$ cat src/verilog/tmr_pkg.sv
// Package with addresses, field positions and modes of the dual timer block
package tmr_pkg;

    // Special-function register addresses
    localparam logic [7:0] ADDR_TIMER_CONTROL = 8'h88;
    localparam logic [7:0] ADDR_TIMER_MODE = 8'h89;
    localparam logic [7:0] ADDR_TIMER0_LOW = 8'h8A;
    localparam logic [7:0] ADDR_TIMER1_LOW = 8'h8B;
    localparam logic [7:0] ADDR_TIMER0_HIGH = 8'h8C;
    localparam logic [7:0] ADDR_TIMER1_HIGH = 8'h8D;
    localparam logic [7:0] ADDR_FUNCTION_SETTING = 8'hBF;

    // Reset values
    localparam logic [7:0] RESET_BYTE = 8'h00;
    localparam logic [3:0] RESET_PRESCALE = 4'h0;

    // Control register bit positions
    localparam int CTRL_TF1_BIT = 7;
    localparam int CTRL_TR1_BIT = 6;
    localparam int CTRL_TF0_BIT = 5;
    localparam int CTRL_TR0_BIT = 4;

    // Mode register field positions
    localparam int MODE_TIMER1_PIN_GATE_BIT = 7;
    localparam int MODE_SEL1_BIT = 6;
    localparam int MODE_T1_MSB = 5;
    localparam int MODE_T1_LSB = 4;
    localparam int MODE_TIMER0_PIN_GATE_BIT = 3;
    localparam int MODE_SEL0_BIT = 2;
    localparam int MODE_T0_MSB = 1;
    localparam int MODE_T0_LSB = 0;

    // Function-setting register divider select positions
    localparam int FUNCTION_SETTING_REG_TIMER0_PRESCALE_SELECT_BIT = 6;
    localparam int FUNCTION_SETTING_REG_TIMER1_PRESCALE_SELECT_BIT = 2;

    // Divider ratio of the slow tick and the low-byte width kept in 13-bit mode
    localparam int PRESCALE_RATIO = 12;
    localparam logic [3:0] PRESCALE_LAST = 4'(PRESCALE_RATIO - 1);
    localparam int MODE13_LOW_BITS = 5;
    localparam logic [7:0] BYTE_ALL_ONES = 8'hFF;

    // Operating modes, in the order of the two-bit field codes
    typedef enum logic [1:0] {
        TMR_MODE_13BIT,
        TMR_MODE_16BIT,
        TMR_MODE_RELOAD8,
        TMR_MODE_SPLIT
    } tmr_mode_e;

endpackage

$ cat src/verilog/tmr_dual_timer.sv
// Two 16-bit timer/counters with four modes behind the special-function bus
`timescale 1ns/10ps
module tmr_dual_timer
    import tmr_pkg::*;
(
    input wire logic sys_clk,
    input wire logic rst,
    input wire logic [7:0] sfr_addr,
    input wire logic sfr_wr,
    input wire logic sfr_rd,
    input wire logic [7:0] sfr_wdata,
    output logic [7:0] sfr_rdata,
    input wire logic count_pin_a,
    input wire logic count_pin_b,
    input wire logic ext_irq_pin_a,
    input wire logic ext_irq_pin_b,
    input wire logic timer0_int_ack,
    input wire logic timer1_int_ack,
    output logic timer0_irq,
    output logic timer1_irq,
    output logic timer1_baud_tick
);
    // Count bytes, control and configuration
    logic [7:0] timer0_low_byte;
    logic [7:0] timer0_high_byte;
    logic [7:0] timer1_low_byte;
    logic [7:0] timer1_high_byte;
    logic [7:0] timer_mode;
    logic timer0_overflow_flag;
    logic timer1_overflow_flag;
    logic timer0_run;
    logic timer1_run;
    logic timer0_prescale_select;
    logic timer1_prescale_select;

    // Decoded configuration
    tmr_mode_e timer0_mode_field;
    tmr_mode_e timer1_mode_field;
    logic timer0_source_select;
    logic timer1_source_select;
    logic timer0_pin_gate;
    logic timer1_pin_gate;
    logic t0_split;

    // Tick and edge sources
    logic tick0;
    logic tick1;
    logic fall_a;
    logic fall_b;

    // Per-cycle increment requests and results
    logic t0_inc;
    logic t0h_inc;
    logic t1_inc;
    logic [16:0] t0_step;
    logic [16:0] t1_step;
    logic t0h_ovf;
    logic t0_ovf;
    logic t1_ovf;
    logic [7:0] next_t0_low;
    logic [7:0] next_t0_high;
    logic [7:0] next_t1_low;
    logic [7:0] next_t1_high;
    logic set_tf0;
    logic set_tf1;

    // Write strobes
    logic wr_ctrl;
    logic wr_mode;
    logic wr_t0l;
    logic wr_t0h;
    logic wr_t1l;
    logic wr_t1h;
    logic wr_function_setting_reg;

    // One increment of a timer in the given mode; result is {overflow, high, low}
    function automatic logic [16:0] tmr_step(
        input tmr_mode_e mode,
        input logic [7:0] lo,
        input logic [7:0] hi
    );
        logic [13:0] sum13;
        logic [16:0] sum16;
        logic [8:0] sum8;
        sum13 = {1'b0, hi, lo[MODE13_LOW_BITS-1:0]} + 14'h0001;
        sum16 = {1'b0, hi, lo} + 17'h00001;
        sum8 = {1'b0, lo} + 9'h001;
        unique case (mode)
            TMR_MODE_13BIT: begin
                tmr_step = {sum13[13], sum13[12:5], lo[7:MODE13_LOW_BITS], sum13[4:0]};
            end
            TMR_MODE_16BIT: begin
                tmr_step = sum16;
            end
            TMR_MODE_RELOAD8: begin
                tmr_step = {sum8[8], hi, sum8[8] ? hi : sum8[7:0]};
            end
            TMR_MODE_SPLIT: begin
                tmr_step = {sum8[8], hi, sum8[7:0]};
            end
        endcase
    endfunction

    // Prescaler and edge detectors, one per timer
    // divide by twelve or bypass
    tmr_prescale u_pre0 (
        .sys_clk(sys_clk),
        .rst(rst),
        .bypass(timer0_prescale_select),
        .tick(tick0)
    );

    tmr_prescale u_pre1 (
        .sys_clk(sys_clk),
        .rst(rst),
        .bypass(timer1_prescale_select),
        .tick(tick1)
    );

    tmr_fall_detect u_fall_a (
        .sys_clk(sys_clk),
        .rst(rst),
        .pin(count_pin_a),
        .fall(fall_a)
    );

    tmr_fall_detect u_fall_b (
        .sys_clk(sys_clk),
        .rst(rst),
        .pin(count_pin_b),
        .fall(fall_b)
    );

    assign timer0_mode_field = tmr_mode_e'(timer_mode[MODE_T0_MSB:MODE_T0_LSB]);
    assign timer1_mode_field = tmr_mode_e'(timer_mode[MODE_T1_MSB:MODE_T1_LSB]);
    assign timer0_source_select = timer_mode[MODE_SEL0_BIT];
    assign timer1_source_select = timer_mode[MODE_SEL1_BIT];
    assign timer0_pin_gate = timer_mode[MODE_TIMER0_PIN_GATE_BIT];
    assign timer1_pin_gate = timer_mode[MODE_TIMER1_PIN_GATE_BIT];
    assign t0_split = (timer0_mode_field == TMR_MODE_SPLIT);

    // Register write decode
    assign wr_ctrl = sfr_wr & (sfr_addr == ADDR_TIMER_CONTROL);
    assign wr_mode = sfr_wr & (sfr_addr == ADDR_TIMER_MODE);
    assign wr_t0l = sfr_wr & (sfr_addr == ADDR_TIMER0_LOW);
    assign wr_t0h = sfr_wr & (sfr_addr == ADDR_TIMER0_HIGH);
    assign wr_t1l = sfr_wr & (sfr_addr == ADDR_TIMER1_LOW);
    assign wr_t1h = sfr_wr & (sfr_addr == ADDR_TIMER1_HIGH);
    assign wr_function_setting_reg = sfr_wr & (sfr_addr == ADDR_FUNCTION_SETTING);

    // Timer 0 enables: run, gate pin and source choice
    always_comb begin
        t0_inc = timer0_run & (~timer0_pin_gate | ext_irq_pin_a)
            & (timer0_source_select ? fall_a : tick0);
        // high byte under timer 1 run, clock ticks only
        t0h_inc = t0_split & timer1_run & tick0;
    end

    // Timer 1 enables; with timer 0 split the mode switch alone starts or stops it
    always_comb begin
        // no pin edges while timer 0 is split
        if (timer1_mode_field == TMR_MODE_SPLIT) begin
            t1_inc = 1'b0;
        end else if (t0_split) begin
            t1_inc = tick1;
        end else begin
            t1_inc = timer1_run & (~timer1_pin_gate | ext_irq_pin_b)
                & (timer1_source_select ? fall_b : tick1);
        end
    end

    // Next count values and overflow events
    always_comb begin
        t0_step = tmr_step(timer0_mode_field, timer0_low_byte, timer0_high_byte);
        t1_step = tmr_step(timer1_mode_field, timer1_low_byte, timer1_high_byte);
        t0_ovf = t0_inc & t0_step[16];
        t1_ovf = t1_inc & t1_step[16];
        t0h_ovf = t0h_inc & (timer0_high_byte == BYTE_ALL_ONES);
        next_t0_low = t0_inc ? t0_step[7:0] : timer0_low_byte;
        if (t0_split) begin
            next_t0_high = t0h_inc ? timer0_high_byte + 8'h01 : timer0_high_byte;
        end else begin
            next_t0_high = t0_inc ? t0_step[15:8] : timer0_high_byte;
        end
        next_t1_low = t1_inc ? t1_step[7:0] : timer1_low_byte;
        next_t1_high = t1_inc ? t1_step[15:8] : timer1_high_byte;
        set_tf0 = t0_ovf;
        // split high byte owns flag 1
        // timer 1 wrap kept off flag 1 while timer 0 is split
        set_tf1 = t0h_ovf | (t1_ovf & ~t0_split);
    end

    // Count bytes; a software write wins over a count in the same cycle
    // byte-addressable count halves
    always_ff @(posedge sys_clk) begin
        if (rst) begin
            timer0_low_byte <= RESET_BYTE;
            timer0_high_byte <= RESET_BYTE;
            timer1_low_byte <= RESET_BYTE;
            timer1_high_byte <= RESET_BYTE;
        end else begin
            timer0_low_byte <= wr_t0l ? sfr_wdata : next_t0_low;
            timer0_high_byte <= wr_t0h ? sfr_wdata : next_t0_high;
            timer1_low_byte <= wr_t1l ? sfr_wdata : next_t1_low;
            timer1_high_byte <= wr_t1h ? sfr_wdata : next_t1_high;
        end
    end

    // Overflow flags; a hardware set beats a same-cycle clear
    // set, write-zero and vector clear
    always_ff @(posedge sys_clk) begin
        if (rst) begin
            timer0_overflow_flag <= 1'b0;
            timer1_overflow_flag <= 1'b0;
        end else begin
            if (set_tf0) begin
                timer0_overflow_flag <= 1'b1;
            end else if (wr_ctrl) begin
                timer0_overflow_flag <= sfr_wdata[CTRL_TF0_BIT];
            end else if (timer0_int_ack) begin
                timer0_overflow_flag <= 1'b0;
            end
            if (set_tf1) begin
                timer1_overflow_flag <= 1'b1;
            end else if (wr_ctrl) begin
                timer1_overflow_flag <= sfr_wdata[CTRL_TF1_BIT];
            end else if (timer1_int_ack) begin
                timer1_overflow_flag <= 1'b0;
            end
        end
    end

    // Run bits, mode register and divider selects
    // control bit layout
    always_ff @(posedge sys_clk) begin
        if (rst) begin
            timer0_run <= 1'b0;
            timer1_run <= 1'b0;
            timer_mode <= RESET_BYTE;
            timer0_prescale_select <= 1'b0;
            timer1_prescale_select <= 1'b0;
        end else begin
            if (wr_ctrl) begin
                timer0_run <= sfr_wdata[CTRL_TR0_BIT];
                timer1_run <= sfr_wdata[CTRL_TR1_BIT];
            end
            if (wr_mode) begin
                timer_mode <= sfr_wdata;
            end
            if (wr_function_setting_reg) begin
                timer0_prescale_select <= sfr_wdata[FUNCTION_SETTING_REG_TIMER0_PRESCALE_SELECT_BIT];
                timer1_prescale_select <= sfr_wdata[FUNCTION_SETTING_REG_TIMER1_PRESCALE_SELECT_BIT];
            end
        end
    end

    // Baud tick follows timer 1 wrap in every mode, flag or not
    // overflow still feeds the serial port
    always_ff @(posedge sys_clk) begin
        if (rst) begin
            timer1_baud_tick <= 1'b0;
        end else begin
            timer1_baud_tick <= t1_ovf;
        end
    end

    // Registered read port; unmapped addresses and legacy bits read zero
    always_ff @(posedge sys_clk) begin
        if (rst) begin
            sfr_rdata <= RESET_BYTE;
        end else if (sfr_rd) begin
            sfr_rdata <= RESET_BYTE;
            unique case (sfr_addr)
                ADDR_TIMER_CONTROL: begin
                    sfr_rdata[CTRL_TF1_BIT] <= timer1_overflow_flag;
                    sfr_rdata[CTRL_TR1_BIT] <= timer1_run;
                    sfr_rdata[CTRL_TF0_BIT] <= timer0_overflow_flag;
                    sfr_rdata[CTRL_TR0_BIT] <= timer0_run;
                end
                ADDR_TIMER_MODE: sfr_rdata <= timer_mode;
                ADDR_TIMER0_LOW: sfr_rdata <= timer0_low_byte;
                ADDR_TIMER0_HIGH: sfr_rdata <= timer0_high_byte;
                ADDR_TIMER1_LOW: sfr_rdata <= timer1_low_byte;
                ADDR_TIMER1_HIGH: sfr_rdata <= timer1_high_byte;
                ADDR_FUNCTION_SETTING: begin
                    sfr_rdata[FUNCTION_SETTING_REG_TIMER0_PRESCALE_SELECT_BIT] <= timer0_prescale_select;
                    sfr_rdata[FUNCTION_SETTING_REG_TIMER1_PRESCALE_SELECT_BIT] <= timer1_prescale_select;
                end
                default: sfr_rdata <= RESET_BYTE;
            endcase
        end
    end

    // Interrupt requests are the flags themselves; enables live elsewhere
    assign timer0_irq = timer0_overflow_flag;
    assign timer1_irq = timer1_overflow_flag;
endmodule

$ cat src/verilog/tmr_fall_detect.sv
// Falling-edge detector for an external count pin
`timescale 1ns/10ps
module tmr_fall_detect (
    input wire logic sys_clk,
    input wire logic rst,
    input wire logic pin,
    output logic fall
);
    logic pin_prev;

    // Previous level starts at the idle-high level; a pin held low out of
    // reset is harmless because every timer is stopped then
    always_ff @(posedge sys_clk) begin
        if (rst) begin
            pin_prev <= 1'b1;
        end else begin
            pin_prev <= pin;
        end
    end

    assign fall = pin_prev & ~pin;
endmodule

$ cat src/verilog/tmr_prescale.sv
// Divide-by-twelve tick generator with bypass
`timescale 1ns/10ps
module tmr_prescale
    import tmr_pkg::*;
(
    input wire logic sys_clk,
    input wire logic rst,
    input wire logic bypass,
    output logic tick
);
    logic [3:0] div_cnt;

    // Free-running divider; keeps running in bypass so phase is simple
    always_ff @(posedge sys_clk) begin
        if (rst) begin
            div_cnt <= RESET_PRESCALE;
        end else if (div_cnt == PRESCALE_LAST) begin
            div_cnt <= RESET_PRESCALE;
        end else begin
            div_cnt <= div_cnt + 4'h1;
        end
    end

    assign tick = bypass | (div_cnt == PRESCALE_LAST);
endmodule

$ cat config.mk
export PLATFORM = sky130hd
export DESIGN_NAME = tmr_dual_timer
export DESIGN_NICKNAME = d
export VERILOG_FILES = /design/src/verilog/tmr_pkg.sv /design/src/verilog/tmr_dual_timer.sv /design/src/verilog/tmr_fall_detect.sv /design/src/verilog/tmr_prescale.sv
export SDC_FILE = /design/constraint.sdc
export NUM_CORES = 1
export LEC_CHECK = 0
export BUFFER_PORTS_ARGS = -buffer_cell sky130_fd_sc_hd__buf_4
export CORE_ASPECT_RATIO = 0.7
export CORE_MARGIN = 2
export CORE_UTILIZATION = 51
export CTS_BUF_LIST = sky130_fd_sc_hd__clkbuf_8 sky130_fd_sc_hd__clkbuf_16
export CTS_CLUSTER_DIAMETER = 120
export DETAILED_ROUTE_END_ITERATION = 12
export PLACE_DENSITY_LB_ADDON = 0.1
export SLEW_MARGIN = 0
export SYNTH_ARGS = -nofsm -noshare
export SYNTH_HDL_FRONTEND = slang
export SYNTH_HIERARCHICAL = 1
export SYNTH_SLANG_ARGS = --single-unit
$ cat constraint.sdc
create_clock -name sys_clk -period 6.4 [get_ports sys_clk]
set_input_delay 0.64 -clock sys_clk [delete_from_list [all_inputs] [get_ports sys_clk]]
set_output_delay 0.64 -clock sys_clk [all_outputs]
set_load 0.005 [all_outputs]
==> results.rst, run 1 <==
.. list-table::
   :header-rows: 1

   * - Metric
     - Value
   * - Maximum clock frequency
     - 358 MHz
   * - Count of unique library cells instantiated by Yosys
     - 79
   * - Worst Path Required
     - 6.65 ns
   * - Effective utilization at floorplan
     - 52.4%
   * - HP Start
     - u_pre0/div_cnt[0]
   * - Signed area change from the synthesized netlist to the final layout
     - 13.0%
   * - Summed instance area of the synthesized netlist
     - 4400 um2
   * - Worst setup SP type
     - flop
   * - Antenna cells
     - 0
   * - Crit path kind
     - flop to flop
   * - Rel. slew slack
     - 40.1%
   * - Internal power
     - 0.767 mW
   * - Logic pwr share
     - 6.7%
   * - GPL Wtd Cong
     - 0.963
   * - Std-Cell Rows
     - 28
   * - Clock tree from TritonCTS
     - yes
   * - Number of warnings reported in the yosys synthesis log
     - 6
   * - Timing startpoint of the critical path
     - u_pre0/div_cnt[0]
   * - Number of register bits inferred by synthesis
     - 65
   * - Resized Gates After CTS
     - 0
   * - Top Family by Delay on Critical Path
     - compound AO/OA/AOI/OAI gates
   * - Power per unit of standard cell area
     - 199 nW/um2
   * - Share of async-settable or async-resettable flops after synthesis
     - 0%
   * - Vias in the first global route
     - 3981
   * - Number of search-and-repair iterations in the first detailed-routing pass
     - 6
   * - Aggregate negative setup slack
     - 0 ns
   * - Reg2reg setup slack
     - 3.60 ns
   * - Y dimension of the die
     - 81.7 um
   * - Pin count of the biggest net entering global routing
     - 65
   * - Number of enable-type register cells in the synthesized netlist
     - 0
   * - Flop pwr share
     - 42.3%
   * - Average via count per standard cell
     - 6.85
   * - Wire length of the first global-routing pass
     - 22.6 mm
   * - Clock latency at the later pin of the worst-skew pair
     - 0.33 ns
   * - Clock input transition at the sequential cells of the worst setup and hold paths
     - 0.05 ns
   * - Final Critical Period
     - 2.80 ns
   * - Final Setup Violations
     - 0
   * - GRT Total Usage
     - 32.4%
   * - Final Hold Viols
     - 0
   * - Final clock period utilization by the worst path
     - 43.7%
   * - Number of port buffers
     - 36
   * - Final number of max-transition violations
     - 0
   * - Top-count cell post-synth
     - dfxtp_1
   * - FF-to-FF Start
     - u_pre0/div_cnt[0]
   * - Via count
     - 4459
   * - Number of clock buffers inserted by TritonCTS
     - 9
   * - Leak Pwr
     - 1.77 nW
   * - Layout Nets
     - 574
   * - Remaining antenna violation count
     - 0
   * - Outcome
     - complete, no violations
   * - Top cell type by total area after synthesis
     - dfxtp_1
   * - Clock skew after layout
     - 0.00442 ns
   * - Die Outline Area
     - 9400 um2
   * - Syn avg cell area
     - 8.32 um2
   * - Fraction of final layout cells with drive strength greater than 1
     - 16.3%
   * - Antenna violations before repair
     - 0
   * - Wire per inst
     - 22.6 um
   * - Clock network fraction of design power
     - 51.0%
   * - IR drop worst, VDD
     - 0.000175 V
   * - Cell Chain, Critical Path
     - ha_1 -> and3b_2 -> or2_1 -> mux2_2 -> a41oi_1 -> nor2_1 -> o221a_2 -> a211oi_1
   * - Worst-path fanout max
     - 7
   * - Deepest clock path buffer count
     - 2
   * - Fraction of synthesized cell area taken by the top area cell type
     - 29.6%
   * - End of the worst register-to-register path
     - timer0_high_byte[3]
   * - Post-CTS setup buffer count
     - 0
   * - Number of instances in the synthesized netlist
     - 529
   * - Number of buffer and inverter stages on the critical path
     - 0
   * - Post-DP HPWL
     - 10.4 mm
   * - Standard cell core area
     - 8410 um2
   * - Least-Margin Pin Slew
     - 0.891 ns
   * - Grt ovf
     - 0
   * - Commonest cells in the synthesized netlist
     - dfxtp_1, nor2_1, nand2_1
   * - Top-level port count
     - 37
   * - Post-place instance area
     - 4670 um2
   * - CP arrival
     - 3.04 ns
   * - Sequential cell area fraction in the yosys report
     - 29.6%
   * - Clock tree sinks
     - 65
   * - Crit end category
     - flop
   * - DRC violation count after routing
     - 0
   * - Worst-case reg-to-reg path depth
     - 8
   * - End point of the critical path
     - timer0_high_byte[3]
   * - Worst path depth
     - 8
   * - Dominant register cell in the synthesized netlist
     - dfxtp_1
   * - Type of the most critical hold path
     - flop to flop
   * - Max-Cap Viols
     - 0
   * - Initial detailed-routing violation count
     - 671
   * - Ranking of synthesized cells by area
     - dfxtp_1, mux2i_1, nor2_1
   * - Buffer cell driving the clock tree root
     - clkbuf_16
   * - Setup repair after global routing missed its margin
     - false
   * - Final non-filler cell area
     - 4970 um2
   * - Slowest CP cell
     - a41oi_1
   * - Syn Nets
     - 560
   * - Net switching power
     - 0.222 mW
   * - Critical path's largest stage delay
     - 0.67 ns
   * - Switching portion of total power
     - 22.4%
   * - Die Width
     - 115 um
   * - Wire length after detailed routing
     - 14.7 mm
   * - Quantity of hold-fixing buffers added after cts
     - 0
   * - Maximum level of the CTS H-tree
     - 3
cell type report:
class | instances | area (um2)
clock inverter | 2 | 37.5
inverter | 8 | 30.0
clock buffer | 12 | 267
tap | 105 | 131
timing repair buffer | 37 | 278
multi-input combinational | 422 | 2930
sequential | 65 | 1300
fill | 782 | 3430
registers in the layout (all words and copies together) (netlist names):
signal and count:
sfr_rdata 8, timer0_high_byte 8, timer0_irq 1, timer0_low_byte 8
timer0_prescale_select 1, timer0_run 1, timer1_baud_tick 1, timer1_high_byte 8
timer1_irq 1, timer1_low_byte 8, timer1_prescale_select 1, timer1_run 1
timer_mode 8, u_fall_a/pin_prev 1, u_fall_b/pin_prev 1, u_pre0/div_cnt 4
u_pre1/div_cnt 4
through the flow:
stage	utilization [%]	hold WS, ns	cells	power (mW)	worst slack (ns)
global placement	55.5	0.458	637	0.490	3.65
CTS	59.2	0.476	651	0.991	3.68
global route	59.2	0.494	651	1.02	3.53
detailed placement	55.5	0.468	637	0.492	3.63
finish	59.2	0.471	651	0.989	3.60
floorplan	-	0.441	529	0.457	3.96
cell families (layout without fill, tap and decap cells):
group	after synthesis	count (layout)	share of synthesized area (%)
compound gates	145	145	23.9
xor+xnor	17	17	3.38
fa+ha+maj	5	5	1.42
buf+inv	42	59	3.89
flops	65	65	29.6
mux	32	32	8.67
simple gates	223	223	29.1
power by group through the flow:
stage	Combinational (mW)	Sequential, mW	Clock, mW
floorplan	0.0322	0.425	0
global placement	0.0639	0.426	0
detailed placement	0.0653	0.427	0
CTS	0.0654	0.418	0.507
global route	0.0714	0.419	0.526
finish	0.0664	0.418	0.504
metal layers:
metal  up-vias  part of all wire [%]  GRT usage (%)
met5         -                     0              0
met4         0                   2.1           10.4
met2       244                    40           44.1
met1      2123                    44           45.9
met3        32                    14           13.4
li1       2060                     -              -
how the worst min path moves through the flow:
stage          slack (ns)  cells after the start                end
2_1_floorplan        0.44                      1  u_pre0/div_cnt[0]
3_3_place_gp         0.46                      1  u_pre1/div_cnt[0]
3_5_place_dp         0.47                      1  u_pre0/div_cnt[0]
4_1_cts              0.48                      1  u_pre0/div_cnt[0]
5_1_grt              0.49                      2  u_fall_b/pin_prev
6_report             0.47                      1  u_pre0/div_cnt[0]
placed cells by master, fill, tap and decap left out, types with 5 or more instances in the layout:
cell type / count
dfxtp_1: 65
and4_1: 6
nor4b_1: 6
mux2i_1: 19
ha_1: 5
xor2_1: 9
a22oi_1: 13
nand3b_1: 5
and3_1: 14
a31oi_1: 7
clkbuf_16: 9
nor2_1: 50
o22ai_1: 7
nand4_1: 15
inv_1: 8
a311oi_1: 5
mux2_2: 9
buf_4: 37
nor2b_1: 5
a21oi_1: 26
nor3_1: 14
xnor2_1: 8
o21ai_0: 17
nand3_1: 18
nand2_1: 41
nand2b_1: 5
a211oi_1: 19
No activity file was read; power rests on OpenSTA's default activity.
==> run 2: changes to the inputs <==
==> constraint.sdc (replaced) <==
create_clock -name sys_clk -period 2.67 [get_ports sys_clk]
set_input_delay 0.267 -clock sys_clk [delete_from_list [all_inputs] [get_ports sys_clk]]
set_output_delay 0.267 -clock sys_clk [all_outputs]
set_load 0.005 [all_outputs]
==> results.rst, run 2 (synthesis results as in run 1) <==
.. list-table::
   :header-rows: 1

   * - Metric
     - Value
   * - Outcome
     - complete, no violations
   * - Worst slack on hold paths
     - 0.122 ns
   * - Antenna violations before repair
     - 1
   * - Layout Nets
     - 589
   * - Die Outline Area
     - 9400 um2
   * - CP arrival
     - 2.53 ns
   * - Final Hold Viols
     - 0
   * - Remaining antenna violation count
     - 0
   * - Resized Gates After CTS
     - 0
   * - Max-Cap Viols
     - 0
   * - Final core utilization
     - 60.4%
   * - Vias in the first global route
     - 4084
   * - Average via count per standard cell
     - 6.91
   * - GRT Total Usage
     - 32.2%
   * - Top-level port count
     - 37
   * - Std-Cell Rows
     - 28
   * - Effective utilization at floorplan
     - 52.4%
   * - Y dimension of the die
     - 81.7 um
   * - Deepest clock path buffer count
     - 2
   * - Crit path kind
     - flop to flop
   * - Wire length of the first global-routing pass
     - 22.8 mm
   * - Final clock period utilization by the worst path
     - 86.0%
   * - Final Critical Period
     - 2.30 ns
   * - IR drop worst, VDD
     - 0.000341 V
   * - Number of clock buffers inserted by TritonCTS
     - 9
   * - Fill cells
     - 756
   * - Rel. slew slack
     - 48.3%
   * - Commonest cells after routing, fill and taps aside
     - dfxtp_1, buf_4, nor2_1
   * - Least-Margin Pin Slew
     - 0.773 ns
   * - Quantity of hold-fixing buffers added after cts
     - 0
   * - Buffer cell driving the clock tree root
     - clkbuf_16
   * - Clock skew after layout
     - 0.00402 ns
   * - Fraction of final layout cells with drive strength greater than 1
     - 18.7%
   * - Clock tree from TritonCTS
     - yes
   * - Grt ovf
     - 0
   * - Initial detailed-routing violation count
     - 611
   * - Post-CTS setup buffer count
     - 0
   * - Number of search-and-repair iterations in the first detailed-routing pass
     - 5
   * - Setup repair after global routing missed its margin
     - false
   * - Final non-filler cell area
     - 5080 um2
   * - Clock latency at the later pin of the worst-skew pair
     - 0.33 ns
   * - Type of the most critical hold path
     - input port to flop
   * - Aggregate negative setup slack
     - 0 ns
   * - Crit end category
     - flop
   * - Power per unit of standard cell area
     - 460 nW/um2
   * - Post-place instance area
     - 4780 um2
   * - Clock tree sinks
     - 65
   * - Die Width
     - 115 um
   * - Worst Path Required
     - 2.90 ns
   * - Number of standard cells in the final layout excluding fillers
     - 668
   * - Wire length after detailed routing
     - 14.8 mm
   * - Number of port buffers
     - 36
   * - Leak Pwr
     - 1.84 nW
   * - Maximum level of the CTS H-tree
     - 3
   * - Pin count of the biggest net entering global routing
     - 58
   * - Worst-path fanout max
     - 4
   * - Wire per inst
     - 22.1 um
   * - GPL Wtd Cong
     - 1.05
   * - Most frequent standard cell in the layout excluding fill and tap cells
     - dfxtp_1
   * - Via count
     - 4617
   * - Post-DP HPWL
     - 10.7 mm
   * - Placed Cells
     - 652
   * - Worst setup SP type
     - flop
   * - Final Setup Violations
     - 0
   * - Final number of max-transition violations
     - 0
   * - Signed area change from the synthesized netlist to the final layout
     - 15.4%
   * - Maximum clock frequency
     - 435 MHz
   * - Clock input transition at the sequential cells of the worst setup and hold paths
     - 0.05 ns
   * - DRC violation count after routing
     - 0
   * - Standard cell core area
     - 8410 um2
-- run 2: changes by cell type in the layout (fill, tap and decap cells not counted), sizes merged --
cell    before  now
diode        0    1
clkbuf      12   10
clkinv       0    3
buf         37   52
-- run 2: metal layers --
layer,GRT usage [%],share of wire [%]
met4,7.23,1.2
met2,44.8,40
met1,48.4,45
met5,0,0
met3,9.37,14
-- run 2: worst paths after layout --
| kind | endpoint | cells after the start | start | slack, ns |
|---|---|---|---|---|
| setup / recovery | timer1_high_byte[4] | 8 | u_pre1/div_cnt[0] | 0.37 |
| hold / removal | u_fall_a/pin_prev | 2 | count_pin_a | 0.12 |
| setup reg to reg | timer1_high_byte[4] | 8 | u_pre1/div_cnt[0] | 0.37 |
| hold reg to reg | sfr_rdata[7] | 2 | sfr_rdata[7] | 0.48 |
-- run 2: area by class of cell --
type / instances / area (um2) / area share [%]
multi-input cells: 422 / 2930 / 57.7
flip-flops and latches: 65 / 1300 / 25.6
repair buffers: 52 / 390 / 7.68
clock buffers: 10 / 239 / 4.70
well taps: 105 / 131 / 2.59
clock inverters: 5 / 56.3 / 1.11
inverters: 8 / 30.0 / 0.591
diodes: 1 / 2.50 / 0.0493
-- run 2: where the power goes --
group          internal (mW)  switching (mW)  total [mW]
clock network          0.740           0.433        1.17
registers              0.988          0.0147        1.00
logic                 0.0657          0.0935       0.159
total                   1.79           0.542        2.34
-- run 2: critical path: stages, from the launching register on --
cell	delay, ns
dfxtp_1	0.37
ha_1	0.21
and3b_2	0.24
or2_1	0.20
inv_1	0.11
a21o_1	0.19
a2111oi_0	0.47
xnor2_1	0.13
a211oi_1	0.29
-- run 2: through the flow --
stage,worst slack (ns),power (mW)
floorplan,0.476,1.10
global placement,0.466,1.18
detailed placement,0.394,1.18
CTS,0.378,2.35
global route,0.180,2.41
finish,0.373,2.34
==> run 3: changes to the inputs <==
--- a/config.mk
+++ b/config.mk
@@ -5,6 +5,7 @@
 export SDC_FILE = /design/constraint.sdc
 export NUM_CORES = 1
 export LEC_CHECK = 0
+export ABC_AREA = 1
 export BUFFER_PORTS_ARGS = -buffer_cell sky130_fd_sc_hd__buf_4
 export CORE_ASPECT_RATIO = 0.7
 export CORE_MARGIN = 2
==> results.rst, run 3 <==
.. list-table::
   :header-rows: 1

   * - Metric
     - Value
   * - Outcome
     - complete, no violations
   * - Standard cell core area
     - 9610 um2
   * - Crit end category
     - flop
   * - IR drop worst, VDD
     - 0.000317 V
   * - Final Setup Violations
     - 0
   * - Grt ovf
     - 0
   * - Top cell type by total area after synthesis
     - dfxtp_1
   * - Worst-path fanout max
     - 6
   * - Commonest cells in the synthesized netlist
     - nand2_1, nor2_1, inv_1
   * - Pre-CTS setup slack
     - 0.707 ns
   * - Top-count cell post-synth
     - nand2_1
   * - Placed Cells
     - 970
   * - Fraction of synthesized cell area taken by the top area cell type
     - 26.1%
   * - Resized Gates After CTS
     - 0
   * - Syn Nets
     - 848
   * - Final clock period utilization by the worst path
     - 74.8%
   * - Number of standard cells in the final layout excluding fillers
     - 986
   * - Ranking of synthesized cells by area
     - dfxtp_1, nand2_1, nand3_1
   * - Final core utilization
     - 59.2%
   * - Remaining antenna violation count
     - 0
   * - GPL Wtd Cong
     - 1.01
   * - Die Outline Area
     - 10600 um2
   * - Wire per inst
     - 17.1 um
   * - Y dimension of the die
     - 86.7 um
   * - Count of unique library cells instantiated by Yosys
     - 40
   * - Wire length after detailed routing
     - 16.8 mm
   * - Antenna violations before repair
     - 0
   * - Number of warnings reported in the yosys synthesis log
     - 6
   * - Share of async-settable or async-resettable flops after synthesis
     - 0%
   * - Buffer cell driving the clock tree root
     - clkbuf_16
   * - Number of enable-type register cells in the synthesized netlist
     - 0
   * - Number of clock buffers inserted by TritonCTS
     - 9
   * - Post-layout worst setup margin
     - 0.673 ns
   * - Post-CTS setup buffer count
     - 0
   * - Vias in the first global route
     - 5025
   * - Clock tree from TritonCTS
     - yes
   * - Met2 routing resource usage after global routing
     - 45.2%
   * - Clock skew after layout
     - 0.00589 ns
   * - Number of search-and-repair iterations in the first detailed-routing pass
     - 6
   * - Clock latency at the later pin of the worst-skew pair
     - 0.34 ns
   * - Least-Margin Pin Slew
     - 0.572 ns
   * - Pin count of the biggest net entering global routing
     - 33
   * - Number of instances in the synthesized netlist
     - 817
   * - Initial detailed-routing violation count
     - 802
   * - Deepest clock path buffer count
     - 2
   * - Most used cell along the critical path
     - nand2_1
   * - Most frequent standard cell in the layout excluding fill and tap cells
     - nand2_1
   * - Die Width
     - 122 um
   * - GRT Total Usage
     - 33.0%
   * - Signed area change from the synthesized netlist to the final layout
     - 14.1%
   * - Rel. slew slack
     - 61.8%
   * - Std-Cell Rows
     - 30
   * - Maximum level of the CTS H-tree
     - 3
   * - Met3 usage
     - 8.36%
   * - Effective utilization at floorplan
     - 51.9%
   * - Layout Nets
     - 884
   * - Post-DP HPWL
     - 13.1 mm
   * - Max-Cap Viols
     - 0
   * - Syn avg cell area
     - 6.10 um2
   * - Setup repair after global routing missed its margin
     - false
   * - Number of port buffers
     - 36
   * - Number of buffer and inverter stages on the critical path
     - 1
   * - Via count
     - 5769
   * - Crit path kind
     - flop to flop
   * - CP arrival
     - 2.27 ns
   * - Average via count per standard cell
     - 5.85
   * - Final Hold Viols
     - 0
   * - Post-place instance area
     - 5340 um2
   * - Quantity of hold-fixing buffers added after cts
     - 0
   * - Met1 Use GR
     - 51.0%
   * - DRC violation count after routing
     - 0
   * - Summed instance area of the synthesized netlist
     - 4980 um2
   * - Type of the most critical hold path
     - input port to flop
   * - Top-level port count
     - 37
   * - Fraction of final layout cells with drive strength greater than 1
     - 14.1%
   * - Sequential cell area fraction in the yosys report
     - 26.1%
   * - Final Critical Period
     - 2.00 ns
   * - Cell Chain, Critical Path
     - ha_1 -> nand2_1 -> nor2_2 -> nand2_2 -> inv_1 -> nand2_1 -> nand2_1 -> nand4_1 -> nand2_1
   * - Worst setup SP type
     - flop
   * - Worst Path Required
     - 2.94 ns
   * - Top Family by Delay on Critical Path
     - simple AND/OR/NAND/NOR gates
   * - Commonest cells after routing, fill and taps aside
     - nand2_1, nor2_1, inv_1
   * - Clock input transition at the sequential cells of the worst setup and hold paths
     - 0.06 ns
   * - Power per unit of standard cell area
     - 445 nW/um2
   * - Clock tree sinks
     - 65
   * - Antenna cells
     - 0
   * - Maximum clock frequency
     - 501 MHz
   * - Final non-filler cell area
     - 5690 um2
   * - Aggregate negative setup slack
     - 0 ns
   * - Slowest CP cell
     - dfxtp_1
   * - Wire length of the first global-routing pass
     - 26.8 mm
   * - Critical path's largest stage delay
     - 0.40 ns
   * - Most crowded layer after global routing
     - met1
   * - Final number of max-transition violations
     - 0
   * - Number of register bits inferred by synthesis
     - 65
   * - Leak Pwr
     - 2.56 nW
   * - Dominant register cell in the synthesized netlist
     - dfxtp_1
run 3: cell types whose count changed after synthesis, moves of 13 or more:
cell / delta
o21ai_0: +31
a211oi_1: -19
and3_1: -14
nand3_1: +69
a22oi_1: -13
nor2_1: +62
inv_1: +88
nand2_1: +144
a21oi_1: +37
nand2_2: +13
mux2i_1: -19
inv_2: +13
clkbuf_1: -20
run 3: cell type report:
class	count	area, um2
Clock buffer	10	239
Clock inverter	6	106
Fill cell	1008	3920
Inverter	111	419
Multi-Input combinational cell	626	3160
Sequential cell	65	1300
Tap cell	128	160
Timing Repair Buffer	40	300
run 3: final timing paths:
check / to / slack [ns] / depth (start not counted) / from
setup / recovery: timer1_irq / 0.67 / 9 / timer1_low_byte[1]
hold / removal: u_fall_b/pin_prev / 0.11 / 3 / count_pin_b
setup reg to reg: timer1_irq / 0.67 / 9 / timer1_low_byte[1]
hold reg to reg: u_pre1/div_cnt[0] / 0.46 / 1 / u_pre1/div_cnt[0]
run 3: cell families after synthesis:
group,synth area share [%]
adders and majority gates,1.26
AOI/OAI and AO/OA,17.1
buffers and inverters,10.5
and+or+nand+nor,43.1
xor gates and xnor gates,1.93
DFF,26.1
run 3: per-layer routing:
layer / wire length (um) / share of wire, %
met2: 6550 / 39
met5: 0 / 0
met3: 2150 / 13
met4: 210 / 1.2
met1: 7920 / 47
run 3: metrics by stage:
stage	hold WS, ns	power [mW]
6_report	0.110	2.53
5_1_grt	0.129	2.60
4_1_cts	0.104	2.54
3_5_place_dp	0.453	1.17
3_3_place_gp	0.442	1.16
2_1_floorplan	0.352	1.09
run 3: worst register-to-register path, stage by stage (launching register included):
cell	delay (ns)
dfxtp_1	0.40
ha_1	0.20
nand2_1	0.10
nor2_2	0.32
nand2_2	0.15
inv_1	0.13
nand2_1	0.06
nand2_1	0.14
nand4_1	0.27
nand2_1	0.17
run 3: report_power, final:
group | total (mW) | leakage [nW] | internal [mW] | switching [mW]
Sequential | 0.999 | 0.527 | 0.986 | 0.0131
Combinational | 0.149 | 1.86 | 0.0578 | 0.0911
Clock | 1.38 | 0.170 | 0.932 | 0.449
